**src/nfps_pkg.sv**
```systemverilog
// Constants and types of the feature-parameter store.
// Assumes a single 200 MHz clock domain and no software bus.
package nfps_pkg;

  // ----------------------------------------------------------------------
  // Feature addresses and reset command codes
  // ----------------------------------------------------------------------
  localparam logic [7:0] FA_TIMING = 8'h01;
  localparam logic [7:0] FA_DDR_CFG = 8'h02;
  localparam logic [7:0] FA_DRIVE = 8'h10;
  localparam logic [7:0] FA_SUPPLY = 8'h30;
  localparam logic [7:0] FA_ECC = 8'h50;
  localparam logic [7:0] FA_VOLUME = 8'h58;
  localparam logic [7:0] FA_VENDOR_LO = 8'h80;
  localparam logic [7:0] RST_FULL = 8'hff;
  localparam logic [7:0] RST_SYNC = 8'hfc;
  localparam logic [7:0] RST_LUN = 8'hfa;

  // ----------------------------------------------------------------------
  // Field positions inside P1 and P2
  // ----------------------------------------------------------------------
  localparam int TM_LSB = 0;
  localparam int IF_LSB = 4;
  localparam int CLR_SEL_BIT = 6;
  localparam int REF_EN_BIT = 0;
  localparam int STB_C_BIT = 1;
  localparam int RD_C_BIT = 2;
  localparam int TERM_LSB = 4;
  localparam int WIN_LSB = 0;
  localparam int WOUT_LSB = 4;
  localparam int ONE_BIT = 0;

  // ----------------------------------------------------------------------
  // Power-on values and limits
  // ----------------------------------------------------------------------
  localparam logic [3:0] TM_RST = 4'h0;
  localparam logic [1:0] DRIVE_RST = 2'h2;
  localparam logic [3:0] TERM_MAX = 4'h5;
  localparam logic [3:0] NIB_ZERO = 4'h0;

  // ----------------------------------------------------------------------
  // Types
  // ----------------------------------------------------------------------
  typedef enum logic [1:0] {
    IF_SDR = 2'b00,
    IF_DDR1 = 2'b01,
    IF_DDR2 = 2'b10,
    IF_RSVD = 2'b11
  } nfps_iface_type;

  typedef struct packed {
    logic [7:0] p4;
    logic [7:0] p3;
    logic [7:0] p2;
    logic [7:0] p1;
  } nfps_params_type;

  typedef struct packed {
    logic clr_sel;
    nfps_iface_type iface;
    logic [3:0] mode;
  } nfps_timing_type;

  typedef struct packed {
    logic [3:0] term;
    logic rd_c;
    logic stb_c;
    logic ref_en;
    logic [3:0] warm_out;
    logic [3:0] warm_in;
  } nfps_ddr_cfg_type;

endpackage : nfps_pkg

```
**src/nfps_feature_store.sv**
```systemverilog
// Feature-parameter store of a flash target, reached by feature
// set/get commands, with reset-command retention per feature.
// Assumes the command decoder hands over one-cycle pulses on sys_clk;
// rst is the power-on reset. Only chain_enable_in comes from a pin.
`timescale 1ns/1ps
`default_nettype none
module nfps_feature_store #(
  parameter int LUNS = 4,
  parameter bit SUPPORT_FEATURES = 1'b1,
  parameter logic [5:0] FEATURE_MASK = 6'h3f
) (
  // Clock and reset
  input wire logic sys_clk,
  input wire logic rst,
  // Feature commands
  input wire logic set_req,
  input wire logic get_req,
  input wire logic [7:0] feat_addr,
  input wire nfps_pkg::nfps_params_type set_params,
  output logic get_valid,
  output nfps_pkg::nfps_params_type get_params,
  // Reset commands
  input wire logic reset_req,
  input wire logic [7:0] reset_code,
  // Program and volume select commands
  input wire logic prog_req,
  input wire logic [2:0] prog_lun,
  input wire logic vol_sel_req,
  input wire logic [3:0] vol_sel_addr,
  // Per-volume termination already configured
  input wire logic term_matrix_set,
  // Volume chain pins
  input wire logic chain_enable_in,
  output logic chain_enable_out,
  output logic target_enabled,
  // Timing feature
  output logic [3:0] timing_mode,
  output nfps_pkg::nfps_iface_type iface_type,
  output logic program_clear_select,
  // Effective double-rate settings
  output logic ext_reference_enable,
  output logic complementary_strobe_enable,
  output logic complementary_read_strobe_enable,
  output logic [3:0] on_die_termination,
  output logic [2:0] warm_out_cycles,
  output logic [2:0] warm_in_cycles,
  // Other features
  output logic [1:0] drive_level,
  output logic prog_supply_enable,
  output logic retry_disable,
  output logic [3:0] volume_addr,
  output logic volume_selected,
  output logic [LUNS-1:0] page_clear_mask
);

  // ----------------------------------------------------------------------
  // Elaboration checks and decoders
  // ----------------------------------------------------------------------
  if (LUNS < 1 || LUNS > 8) begin : g_bad_luns
    $error("LUNS must lie between 1 and 8");
  end

  // One-hot feature select, bit order timing..volume
  function automatic logic [5:0] feat_sel(input logic [7:0] a);
    logic [5:0] s;
    s = 6'h00;
    unique case (a)
      nfps_pkg::FA_TIMING: s = 6'h01;
      nfps_pkg::FA_DDR_CFG: s = 6'h02;
      nfps_pkg::FA_DRIVE: s = 6'h04;
      nfps_pkg::FA_SUPPLY: s = 6'h08;
      nfps_pkg::FA_ECC: s = 6'h10;
      nfps_pkg::FA_VOLUME: s = 6'h20;
      default: s = 6'h00; // Reserved and vendor space
    endcase
    return SUPPORT_FEATURES ? (s & FEATURE_MASK) : 6'h00;
  endfunction : feat_sel

  // Warm-up code to cycle count, reserved codes give none
  function automatic logic [2:0] warm_cycles(input logic [3:0] c);
    logic [2:0] n;
    n = 3'h0;
    unique case (c)
      4'h1: n = 3'h1;
      4'h2: n = 3'h2;
      4'h3: n = 3'h4;
      default: n = 3'h0;
    endcase
    return n;
  endfunction : warm_cycles

  // ----------------------------------------------------------------------
  // Command decode
  // ----------------------------------------------------------------------
  logic [5:0] set_sel;
  logic [5:0] get_sel;
  logic full_rst;
  logic any_rst;
  logic set_ok;

  // A reset command in the same cycle beats a feature write
  always_comb begin
    set_sel = feat_sel(feat_addr);
    get_sel = feat_sel(feat_addr);
    full_rst = reset_req && reset_code == nfps_pkg::RST_FULL;
    any_rst = reset_req && (reset_code == nfps_pkg::RST_FULL ||
              reset_code == nfps_pkg::RST_SYNC ||
              reset_code == nfps_pkg::RST_LUN);
    set_ok = set_req && !any_rst;
  end

  // ----------------------------------------------------------------------
  // Stored features
  // ----------------------------------------------------------------------
  nfps_pkg::nfps_timing_type tim_q, tim_d;
  nfps_pkg::nfps_ddr_cfg_type ddr_q, ddr_d;
  logic [1:0] drive_q, drive_d;
  logic supply_q, supply_d;
  logic ecc_q, ecc_d;
  logic [3:0] vol_q, vol_d;
  logic appointed_q, appointed_d;
  logic vsel_q, vsel_d;

  // Next feature values; only defined fields are taken in
  always_comb begin
    tim_d = tim_q;
    ddr_d = ddr_q;
    drive_d = drive_q;
    supply_d = supply_q;
    ecc_d = ecc_q;
    vol_d = vol_q;
    appointed_d = appointed_q;
    vsel_d = vsel_q;
    if (full_rst) begin
      tim_d.iface = nfps_pkg::IF_SDR;
      ddr_d = '0;
    end
    if (set_ok && set_sel[0]) begin
      tim_d.mode = set_params.p1[nfps_pkg::TM_LSB +: 4];
      tim_d.iface = nfps_pkg::nfps_iface_type'(
        set_params.p1[nfps_pkg::IF_LSB +: 2]);
      tim_d.clr_sel = set_params.p1[nfps_pkg::CLR_SEL_BIT];
    end
    if (set_ok && set_sel[1]) begin
      ddr_d.ref_en = set_params.p1[nfps_pkg::REF_EN_BIT];
      ddr_d.stb_c = set_params.p1[nfps_pkg::STB_C_BIT];
      ddr_d.rd_c = set_params.p1[nfps_pkg::RD_C_BIT];
      ddr_d.term = set_params.p1[nfps_pkg::TERM_LSB +: 4];
      ddr_d.warm_out = set_params.p2[nfps_pkg::WOUT_LSB +: 4];
      ddr_d.warm_in = set_params.p2[nfps_pkg::WIN_LSB +: 4];
    end
    if (set_ok && set_sel[2]) begin
      drive_d = set_params.p1[1:0];
    end
    if (set_ok && set_sel[3]) begin
      supply_d = set_params.p1[nfps_pkg::ONE_BIT];
    end
    if (set_ok && set_sel[4]) begin
      ecc_d = set_params.p1[nfps_pkg::ONE_BIT];
    end
    // A second appointment is dropped: one per power cycle
    if (set_ok && set_sel[5] && !appointed_q) begin
      vol_d = set_params.p1[3:0];
      appointed_d = 1'b1;
      vsel_d = 1'b0;
    end else if (vol_sel_req && appointed_q) begin
      vsel_d = vol_sel_addr == vol_q;
    end
  end

  // Power-on values; only a full reset command touches these, forcing IF_SDR and clearing ddr_q
  always_ff @(posedge sys_clk or posedge rst) begin
    if (rst) begin
      tim_q <= '{clr_sel: 1'b0, iface: nfps_pkg::IF_SDR,
                 mode: nfps_pkg::TM_RST};
      ddr_q <= '0;
      drive_q <= nfps_pkg::DRIVE_RST;
      supply_q <= 1'b0;
      ecc_q <= 1'b0;
      vol_q <= 4'h0;
      appointed_q <= 1'b0;
      vsel_q <= 1'b0;
    end else begin
      tim_q <= tim_d;
      ddr_q <= ddr_d;
      drive_q <= drive_d;
      supply_q <= supply_d;
      ecc_q <= ecc_d;
      vol_q <= vol_d;
      appointed_q <= appointed_d;
      vsel_q <= vsel_d;
    end
  end

  // ----------------------------------------------------------------------
  // Feature read
  // ----------------------------------------------------------------------
  nfps_pkg::nfps_params_type get_q, get_d;
  logic get_valid_q, get_valid_d;

  // Reserved bits and unknown addresses read as zero
  always_comb begin
    get_d = '0;
    get_valid_d = get_req;
    if (get_req) begin
      unique case (1'b1)
        get_sel[0]: get_d.p1 = {1'b0, tim_q.clr_sel, tim_q.iface, tim_q.mode};
        get_sel[1]: begin
          get_d.p1 = {ddr_q.term, 1'b0, ddr_q.rd_c, ddr_q.stb_c,
                      ddr_q.ref_en};
          get_d.p2 = {ddr_q.warm_out, ddr_q.warm_in};
        end
        get_sel[2]: get_d.p1 = {6'h00, drive_q};
        get_sel[3]: get_d.p1 = {7'h00, supply_q};
        get_sel[4]: get_d.p1 = {7'h00, ecc_q};
        get_sel[5]: get_d.p1 = {4'h0, appointed_q ? vol_q : 4'h0};
        default: get_d = '0;
      endcase
    end
  end

  // Answer one cycle after the request
  always_ff @(posedge sys_clk or posedge rst) begin
    if (rst) begin
      get_q <= '0;
      get_valid_q <= 1'b0;
    end else begin
      get_q <= get_d;
      get_valid_q <= get_valid_d;
    end
  end

  // ----------------------------------------------------------------------
  // Effective double-rate settings
  // ----------------------------------------------------------------------
  nfps_pkg::nfps_ddr_cfg_type eff_q, eff_d;
  logic [2:0] wout_q, wout_d;
  logic [2:0] win_q, win_d;

  // Gated by the next interface so a change lands at once
  always_comb begin
    eff_d = '0;
    if (tim_d.iface == nfps_pkg::IF_DDR2) begin
      eff_d = ddr_d;
    end
    // Reserved or overridden termination falls back to off
    if (term_matrix_set || eff_d.term > nfps_pkg::TERM_MAX) begin
      eff_d.term = nfps_pkg::NIB_ZERO;
    end
    wout_d = warm_cycles(eff_d.warm_out);
    win_d = warm_cycles(eff_d.warm_in);
  end

  // Register the effective settings
  always_ff @(posedge sys_clk or posedge rst) begin
    if (rst) begin
      eff_q <= '0;
      wout_q <= 3'h0;
      win_q <= 3'h0;
    end else begin
      eff_q <= eff_d;
      wout_q <= wout_d;
      win_q <= win_d;
    end
  end

  // ----------------------------------------------------------------------
  // Volume chain and page clear
  // ----------------------------------------------------------------------
  logic chain_in_s;
  logic chain_out_q, chain_out_d;
  logic tgt_en_q, tgt_en_d;

  nfps_sync2 #(
    .W(1)
  ) u_chain_sync (
    .sys_clk(sys_clk),
    .rst(rst),
    .async_in(chain_enable_in),
    .sync_out(chain_in_s)
  );

  // Once appointed the chain input no longer matters
  always_comb begin
    chain_out_d = appointed_d;
    tgt_en_d = appointed_d ? 1'b1 : chain_in_s;
  end

  // Register chain outputs
  always_ff @(posedge sys_clk or posedge rst) begin
    if (rst) begin
      chain_out_q <= 1'b0;
      tgt_en_q <= 1'b0;
    end else begin
      chain_out_q <= chain_out_d;
      tgt_en_q <= tgt_en_d;
    end
  end

  nfps_page_clear #(
    .LUNS(LUNS)
  ) u_page_clear (
    .sys_clk(sys_clk),
    .rst(rst),
    .prog_req(prog_req),
    .prog_lun(prog_lun),
    .clear_select(tim_q.clr_sel),
    .clear_mask(page_clear_mask)
  );

  // ----------------------------------------------------------------------
  // Outputs
  // ----------------------------------------------------------------------
  // Every output is a flop output
  assign get_valid = get_valid_q;
  assign get_params = get_q;
  assign chain_enable_out = chain_out_q;
  assign target_enabled = tgt_en_q;
  assign timing_mode = tim_q.mode;
  assign iface_type = tim_q.iface;
  assign program_clear_select = tim_q.clr_sel;
  assign ext_reference_enable = eff_q.ref_en;
  assign complementary_strobe_enable = eff_q.stb_c;
  assign complementary_read_strobe_enable = eff_q.rd_c;
  assign on_die_termination = eff_q.term;
  assign warm_out_cycles = wout_q;
  assign warm_in_cycles = win_q;
  assign drive_level = drive_q;
  assign prog_supply_enable = supply_q;
  assign retry_disable = ecc_q;
  assign volume_addr = vol_q;
  assign volume_selected = vsel_q;

  // ----------------------------------------------------------------------
  // Assertions
  // ----------------------------------------------------------------------
  a_full_rst_sdr: assert property (@(posedge sys_clk) disable iff (rst)
    reset_req && reset_code == nfps_pkg::RST_FULL |=>
    iface_type == nfps_pkg::IF_SDR && timing_mode == $past(timing_mode))
    else $error("full reset did not force single rate");
  a_ddr_cfg_clear: assert property (@(posedge sys_clk) disable iff (rst)
    reset_req && reset_code == nfps_pkg::RST_FULL |=> ddr_q == '0)
    else $error("full reset left double-rate config");
  a_ddr_cfg_kept: assert property (@(posedge sys_clk) disable iff (rst)
    reset_req && (reset_code == nfps_pkg::RST_SYNC ||
    reset_code == nfps_pkg::RST_LUN) |=> $stable(ddr_q))
    else $error("sync or LUN reset changed double-rate config");
  a_drive_kept: assert property (@(posedge sys_clk) disable iff (rst)
    reset_req |=> $stable(drive_level) && $stable(prog_supply_enable))
    else $error("reset command changed drive or supply");
  a_ddr_gate: assert property (@(posedge sys_clk) disable iff (rst)
    iface_type != nfps_pkg::IF_DDR2 |-> !ext_reference_enable &&
    !complementary_strobe_enable && warm_in_cycles == 3'h0)
    else $error("double-rate config active outside its interface");
  a_unknown_zero: assert property (@(posedge sys_clk) disable iff (rst)
    get_req && feat_sel(feat_addr) == 6'h00 |=>
    get_valid && get_params == '0)
    else $error("unknown feature read not zero");
  a_chain_high: assert property (@(posedge sys_clk) disable iff (rst)
    set_ok && set_sel[5] |=> chain_enable_out[*4])
    else $error("chain output not high after appointment");
  a_retry_set: assert property (@(posedge sys_clk) disable iff (rst)
    set_ok && set_sel[4] |=> retry_disable == $past(set_params.p1[0]))
    else $error("retry disable not taken from write");
  a_warm_map: assert property (@(posedge sys_clk) disable iff (rst)
    tim_d.iface == nfps_pkg::IF_DDR2 && ddr_d.warm_out == 4'h3 |=>
    warm_out_cycles == 3'h4)
    else $error("warm-up code 3 did not give four cycles");

endmodule : nfps_feature_store
`default_nettype wire

```
**src/nfps_sync2.sv**
```systemverilog
// Two-stage synchroniser for levels that arrive from pins.
// Assumes the level is slow against sys_clk.
`timescale 1ns/1ps
`default_nettype none
module nfps_sync2 #(
  parameter int W = 1
) (
  // Clock and reset
  input wire logic sys_clk,
  input wire logic rst,
  // Levels
  input wire logic [W-1:0] async_in,
  output logic [W-1:0] sync_out
);
  logic [W-1:0] meta_q;

  // First stage is read only by the second
  always_ff @(posedge sys_clk or posedge rst) begin
    if (rst) begin
      meta_q <= '0;
      sync_out <= '0;
    end else begin
      meta_q <= async_in;
      sync_out <= meta_q;
    end
  end
endmodule : nfps_sync2
`default_nettype wire

```
**src/nfps_page_clear.sv**
```systemverilog
// Page-register clear mask issued when a program command arrives.
// Assumes prog_req is a one-cycle pulse on sys_clk.
`timescale 1ns/1ps
`default_nettype none
module nfps_page_clear #(
  parameter int LUNS = 4
) (
  // Clock and reset
  input wire logic sys_clk,
  input wire logic rst,
  // Program command
  input wire logic prog_req,
  input wire logic [2:0] prog_lun,
  input wire logic clear_select,
  // Clear strobes, one per LUN
  output logic [LUNS-1:0] clear_mask
);
  logic [LUNS-1:0] mask_d;

  // Select bit low clears every LUN, high only the addressed one
  for (genvar i = 0; i < LUNS; i++) begin : g_lun
    always_comb begin
      mask_d[i] = prog_req && (!clear_select ||
                  prog_lun == 3'(i));
    end
  end

  // Register the strobes
  always_ff @(posedge sys_clk or posedge rst) begin
    if (rst) begin
      clear_mask <= '0;
    end else begin
      clear_mask <= mask_d;
    end
  end

  a_clear_all: assert property (@(posedge sys_clk) disable iff (rst)
    prog_req && !clear_select |=> clear_mask == {LUNS{1'b1}})
    else $error("program clear did not reach all LUNs");
  a_clear_one: assert property (@(posedge sys_clk) disable iff (rst)
    prog_req && clear_select |=>
    clear_mask == (LUNS'(1) << $past(prog_lun)))
    else $error("addressed program clear hit the wrong LUN");
endmodule : nfps_page_clear
`default_nettype wire

```
**config.mk**
```make
export PLATFORM = sky130hd
export DESIGN_NAME = nfps_feature_store
export DESIGN_NICKNAME = d
export VERILOG_FILES = /design/src/nfps_pkg.sv /design/src/nfps_feature_store.sv /design/src/nfps_sync2.sv /design/src/nfps_page_clear.sv
export SDC_FILE = /design/constraint.sdc
export NUM_CORES = 1
export LEC_CHECK = 0
export ABC_AREA = 1
export BUFFER_PORTS_ARGS = -buffer_cell sky130_fd_sc_hd__buf_2
export CORE_AREA = 5 5 85 87
export DETAILED_ROUTE_END_ITERATION = 6
export DIE_AREA = 0 0 90 92
export MAX_ROUTING_LAYER = met4
export PLACE_DENSITY_LB_ADDON = 0.1
export SLEW_MARGIN = 20
export SYNTH_ARGS = -nofsm -noshare
export SYNTH_HDL_FRONTEND = slang
export SYNTH_SLANG_ARGS = --single-unit
export TNS_END_PERCENT = 100
```
**constraint.sdc**
```tcl
create_clock -name sys_clk -period 4.2 [get_ports sys_clk]
set_input_delay 0.21 -clock sys_clk [delete_from_list [all_inputs] [get_ports sys_clk]]
set_output_delay 0.21 -clock sys_clk [all_outputs]
set_load 0.005 [all_outputs]
```
==> impl_metrics.toml, run 1 <==
[grt]
grt_max_degree = 38
grt_pass1_vias = 2473
grt_pass1_wl_um = 11600
grt_overflow = 0
grt_usage_pct = 17.77
antenna_found_initial = 0

[clock_tree]
root_buffer = "clkbuf_8"
cts_made_buffers = 9
clk_path_buf_depth = 2
clock_latency_ns = 0.33
numClockSinks = 69
post_cts_resized = 0
post_cts_buffers = 0
clk_pin_slew_ns = 0.07
cts_tree = "built"
htreeDepth = 3
holdBufCountCts = 2

[floorplanning]
coreArea_mm2 = 0.006277
fp.dieW_um = 90
dieArea_mm2 = 0.008280
ios = 132
fp.dieH_um = 92
start_util_pct = 51.17
rows = 29

[logic_synthesis]
synth-simple-area-share_pct = 26.61
synth_top_area_cell = "dfrtp_1"
synthMuxAreaShare_pct = 0
syn-cell-area_mm2 = 0.003212
synth_compound_gate_area_share_pct = 7.246
synth_cells = 349
synth_area_leaders = "dfrtp_1, nand2_1, inv_1"
yosys.area.top_type_share_pct = 52.98
synth_seq_cells = 69
synth_top_family_by_area = "simple AND/OR/NAND/NOR gates"
synth.distinct_cells = 36
yosys_warnings = 0
synthAdderAreaFrac_pct = 0
syn_area_per_cell_um2 = 9.203
synth-xor-area-share_pct = 0.8181
synth-seq-area-share_pct = 53.80

[routing]
num_vias = 2560
detail_route.vias_per_cell = 4.741
dr.pass1.iters = 4
postRouteAntennaNets = 0
wirelength_um = 6944
wl_per_cell_um = 12.86
drc = 0
drtIter0Drc = 93

[sta]
finalMaxSlewViolations = 0
setup_viol = 0
rsz0062_at_grt = "false"
hold_viol_final = 0
fin_hold_ws_ns = 0.08363
period_share_pct = 42.57
clock-skew-final_ns = 0.006010
fmax_mhz = 559.3
worst_pin_slew_ns = 0.6718
tns_ns = 0
maxSlewHeadroom_pct = 55.15
fin_crit_ns = 1.788

[finish]
final_cell_mix = "buf_2, dfrtp_1, nand2_1"
layout_commonest_cell = "buf_2"
multiInputGateArea_mm2 = 0.001177
fin_area_mm2 = 0.003964
antenna_cells = 0
final_cells = 540
area_growth_pct = 23.41
nNetsFinal = 522
utilization_pct = 63.15
seq_area_mm2 = 0.001728
fill_cells = 540
drive_gt1_share_pct = 34.34

[hold_path]
hold_depth = 1
holdPathEnd = "get_valid"
hp-start = "get_req"
hold_path_class = "in2reg"

[critical_path]
r2r_end = "on_die_termination[1]"
crit_required_ns = 4.46
worstSetupEndpointType = "flop"
crit_fanout = 20
cp.arrival_ns = 2.05
r2r_start = "iface_type[1]"
cp-start-kind = "input port"
r2r_slack_ns = 2.99
reg2reg_depth = 9
critPathKind = "in2reg"

[place]
portBuffers = 99
dpl_cell_area_mm2 = 0.003710
gp_congestion = 0.8391
place_inst = 522
hpwl_um = 5274

[pwr]
p_leak_nw = 2.196
p_per_area_mw_per_mm2 = 374.1
vdd_drop_max_v = 0.0002640

[run]
max-cap-violations = 0

[outcome]
status = "finished, final reports clean"
==> synth_stat cells, drive strengths merged <==
cell and count:
nand4 6, a21oi 9, conb 1, o221ai 1, nor3 5, o31ai 2
nor2 42, nand3 32, nor4 1, dfstp 1, inv 54, o21ai 21
nand2 75, buf 20, xor2 2, xnor2 1, o22ai 3, or2 4
dfrtp 68, a22o 1
==> cell families (layout without fill, tap and decap cells) <==
family                 count (synthesis)  in the layout
buffers and inverters                 74            172
XOR/XNOR                               3              3
AO/OA/AOI/OAI                         37             37
flip-flops                            69             69
AND/OR/NAND/NOR                      165            165
other                                  1             17
==> report_power, final <==
| part | internal (mW) | switching (mW) | leakage (nW) |
|---|---|---|---|
| combinational | 0.0616 | 0.102 | 1.22 |
| clock | 0.367 | 0.245 | 0.108 |
| sequential | 0.695 | 0.0130 | 0.868 |
| total | 1.12 | 0.360 | 2.20 |
==> critical path, stage by stage <==
cell and delay (ns):
buf_2 0.12, nor2_2 0.15, nand2_4 0.09, nor2_8 0.21, nand3_2 0.41, inv_2 0.32, nand2_1 0.09, o21ai_1 0.15
inv_1 0.12, nor3_2 0.17
==> metal layers <==
layer	share of wire (%)	GRT usage [%]	vias to the layer above
met3	7.2	4.092	10
met2	47	26.28	82
met4	1.6	7.816	0
met1	45	23.50	1184
li1	-	-	1284
met5	0	-	-
==> worst max-delay path by stage <==
stage                     cells after the start  slack, ns                    end     startpoint
after floorplan                               1       2.25       chain_enable_out            rst
after global placement                       11       2.10  on_die_termination[1]   feat_addr[3]
final                                        10       2.41     warm_out_cycles[1]   feat_addr[5]
after CTS                                    10       2.42     warm_out_cycles[1]   feat_addr[3]
after global routing                         11       2.20     warm_out_cycles[0]  reset_code[7]
after detailed placement                     11       2.12  on_die_termination[2]  reset_code[7]
==> flip-flops by register name (all words and copies together), names as in the netlist, 2 cells and up <==
register,cells
timing_mode,4
iface_type,2
volume_addr,4
warm_in_cycles,3
get_params,16
drive_level,2
warm_out_cycles,3
on_die_termination,4
ddr_q,15
u_page_clear.clear_mask,4
==> per-stage QoR <==
step | power (mW) | setup WS [ns]
floorplan | 0.8269 | 2.252
global placement | 0.8794 | 2.097
detailed placement | 0.8837 | 2.116
CTS | 1.495 | 2.423
global route | 1.553 | 2.202
finish | 1.483 | 2.412
==> layout make-up <==
cell class	instances	area share, %
Clock inverter	5	2.083
Multi-Input combinational cell	222	29.70
Timing Repair Buffer	102	13.19
Sequential cell	69	43.59
Clock buffer	11	3.819
Tap cell	77	2.431
Inverter	54	5.177
(Power assumes the default switching activity.)
==> run 2, diff against run 1 <==
--- a/config.mk
+++ b/config.mk
@@ -5,11 +5,11 @@
 export SDC_FILE = /design/constraint.sdc
 export NUM_CORES = 1
 export LEC_CHECK = 0
-export ABC_AREA = 1
+export ABC_AREA = 0
 export BUFFER_PORTS_ARGS = -buffer_cell sky130_fd_sc_hd__buf_2
-export CORE_AREA = 5 5 85 87
+export CORE_AREA = 5 5 87 89
 export DETAILED_ROUTE_END_ITERATION = 6
-export DIE_AREA = 0 0 90 92
+export DIE_AREA = 0 0 92 94
 export MAX_ROUTING_LAYER = met4
 export PLACE_DENSITY_LB_ADDON = 0.1
 export SLEW_MARGIN = 20
==> constraint.sdc (replaced) <==
create_clock -name sys_clk -period 1.79 [get_ports sys_clk]
set_input_delay 0.0895 -clock sys_clk [delete_from_list [all_inputs] [get_ports sys_clk]]
set_output_delay 0.0895 -clock sys_clk [all_outputs]
set_load 0.005 [all_outputs]
==> impl_metrics.toml, run 2 <==
[routing]
num_vias = 2501
dr.pass1.iters = 5
wl_per_cell_um = 15.81
wirelength_um = 7872
detail_route.vias_per_cell = 5.022
drc = 0
drtIter0Drc = 108
postRouteAntennaNets = 0

[clock_tree]
root_buffer = "clkbuf_8"
clk_pin_slew_ns = 0.07
cts_made_buffers = 9
cts_tree = "built"
clk_path_buf_depth = 2
clock_latency_ns = 0.34
htreeDepth = 3
numClockSinks = 69

[floorplanning]
rows = 30
fp.dieW_um = 92
start_util_pct = 46.50
fp.dieH_um = 94
dieArea_mm2 = 0.008648
ios = 132
coreArea_mm2 = 0.006681

[pwr]
power_frac_clock_pct = 41.5
switching_share_pct = 23.60
p_switching_mw = 0.7990
p_int_mw = 2.587
combPwrFrac_pct = 10.1
seqPwrFrac_pct = 48.4
p_leak_nw = 2.237
p_per_area_mw_per_mm2 = 790.5
vdd_drop_max_v = 0.0004191

[grt]
antenna_found_initial = 0
grt_pass1_vias = 2464
grt_pass1_wl_um = 12300
grt_max_degree = 70
grt_overflow = 0
grt_usage_pct = 18.86

[critical_path]
cp.arrival_ns = 1.99
worstSetupEndpointType = "flop"
reg2reg_depth = 3
cp-start-kind = "input port"
crit_fanout = 6
critPathKind = "in2reg"
crit_required_ns = 2.03

[hold_path]
hold_path_class = "in2reg"
hold_depth = 3

[sta]
tns_ns = 0
setup_slack_ns = 0.04016
hold_viol_final = 0
setup_viol = 0
fmax_mhz = 571.5
clock-skew-final_ns = 0.009071
period_share_pct = 97.76
fin_crit_ns = 1.750
maxSlewHeadroom_pct = 53.27
finalMaxSlewViolations = 0
worst_pin_slew_ns = 0.6919

[place]
hpwl_um = 5529
dpl_cell_area_mm2 = 0.003836
pre_cts_slack_ns = -0.4024
gp_congestion = 0.8087
portBuffers = 99

[outcome]
status = "finished, final reports clean"

[finish]
drive_gt1_share_pct = 44.98
final_cell_mix = "buf_2, dfrtp_1, nand2_1"
utilization_pct = 64.10
fin_area_mm2 = 0.004283
largest_reg_flops = 16
layout_commonest_cell = "buf_2"
fill_cells = 578
nNetsFinal = 477
area_growth_pct = 37.86
antenna_cells = 0

[logic_synthesis]
synth.most_common_cell = "dfrtp_1"
synth-seq-area-share_pct = 55.62
synth_edf_count = 0
syn-cell-area_mm2 = 0.003107
syn_area_per_cell_um2 = 11.59
synth_area_leaders = "dfrtp_1, mux2_2, buf_4"
yosys.area.top_type_share_pct = 54.77
synthFlopType = "dfrtp_1"
synth_top_area_cell = "dfrtp_1"
yosys_warnings = 0
synth_cells = 268
synth_seq_cells = 69
synth.distinct_cells = 54
async_reset_ff_share_pct = 100.0
netlist_top_cells_count = "dfrtp_1, nand2_1, buf_4"

[run]
max-cap-violations = 0
[run 2: cell types whose count changed after synthesis, moves of 6 or more]
cell / before / now
nand3_1: 25 / 6
nor2_1: 33 / 9
mux2_2: 0 / 15
nand2_1: 66 / 32
mux2i_1: 0 / 6
nor4_1: 0 / 6
nand4_1: 6 / 0
and3_1: 0 / 10
nand2_2: 7 / 0
nand3_2: 6 / 0
inv_1: 51 / 9
nand3b_1: 0 / 8
[run 2: logic make-up after synthesis]
logic type	share of synthesized area, %
AOI/OAI and AO/OA	9.304
xor gates and xnor gates	1.410
buffers and inverters	7.209
DFF	55.62
muxes	8.095
other	0.1207
and+or+nand+nor	18.24
[run 2: power groups by stage]
stage          clock network (mW)  logic [mW]  registers [mW]
2_1_floorplan                   0       0.167            1.67
3_3_place_gp                    0       0.305            1.67
3_5_place_dp                    0       0.308            1.67
4_1_cts                      1.44       0.328            1.64
5_1_grt                      1.49       0.381            1.65
6_report                     1.41       0.340            1.64
[run 2: metal layers]
layer | vias up | routed length [µm] | global-route usage, %
met4 | 0 | 153 | 8.168
met1 | 1183 | 3584 | 25.83
met5 | - | 0 | -
met2 | 97 | 3590 | 27.49
li1 | 1205 | - | -
met3 | 16 | 545 | 3.606
[run 2: final timing paths]
check,start,end,slack (ns)
max,feat_addr[6],warm_out_cycles[1],0.04
min,vol_sel_req,volume_selected,0.02
max reg2reg,ddr_q[4],warm_out_cycles[2],0.28
min reg2reg,u_chain_sync.meta_q,u_chain_sync.sync_out,0.36
max in group asynchronous,rst,drive_level[1],1.08
min in group asynchronous,rst,get_params[0],0.38
[run 2: critical path, stage by stage]
cell	delay, ns
buf_6	0.09
or4_4	0.56
buf_6	0.14
nor4_4	0.32
o211ai_4	0.14
mux2i_4	0.21
buf_6	0.15
nor4_2	0.28
[run 2: cell type report]
| type | instances | area (µm²) | area share, % |
|---|---|---|---|
| multi-input cells | 181 | 1291 | 30.15 |
| flip-flops and latches | 69 | 1728 | 40.34 |
| inverters | 9 | 37.54 | 0.8764 |
| repair buffers | 143 | 902.1 | 21.06 |
| clock buffers | 10 | 137.6 | 3.214 |
| well taps | 80 | 100.1 | 2.337 |
| clock inverters | 6 | 86.33 | 2.016 |
[run 2: per-stage QoR]
stage / power [mW] / hold slack [ns] / instances
2_1_floorplan: 1.832 / 0.1209 / 284
3_5_place_dp: 1.977 / 0.1992 / 465
5_1_grt: 3.519 / 0.01207 / 498
3_3_place_gp: 1.973 / 0.1970 / 465
4_1_cts: 3.403 / 0.0001055 / 493
6_report: 3.386 / 0.01535 / 498
[run 2: repair_timing]
action / in CTS / in global routing
gates cloned: 1 / 0
hold endpoints to repair: 78 / 0
setup buffers: 1 / 5
pin swaps: 2 / 5
resized for setup: 0 / 10
hold buffers: 10 / 0
endpoints found under the setup margin: 6 / 9
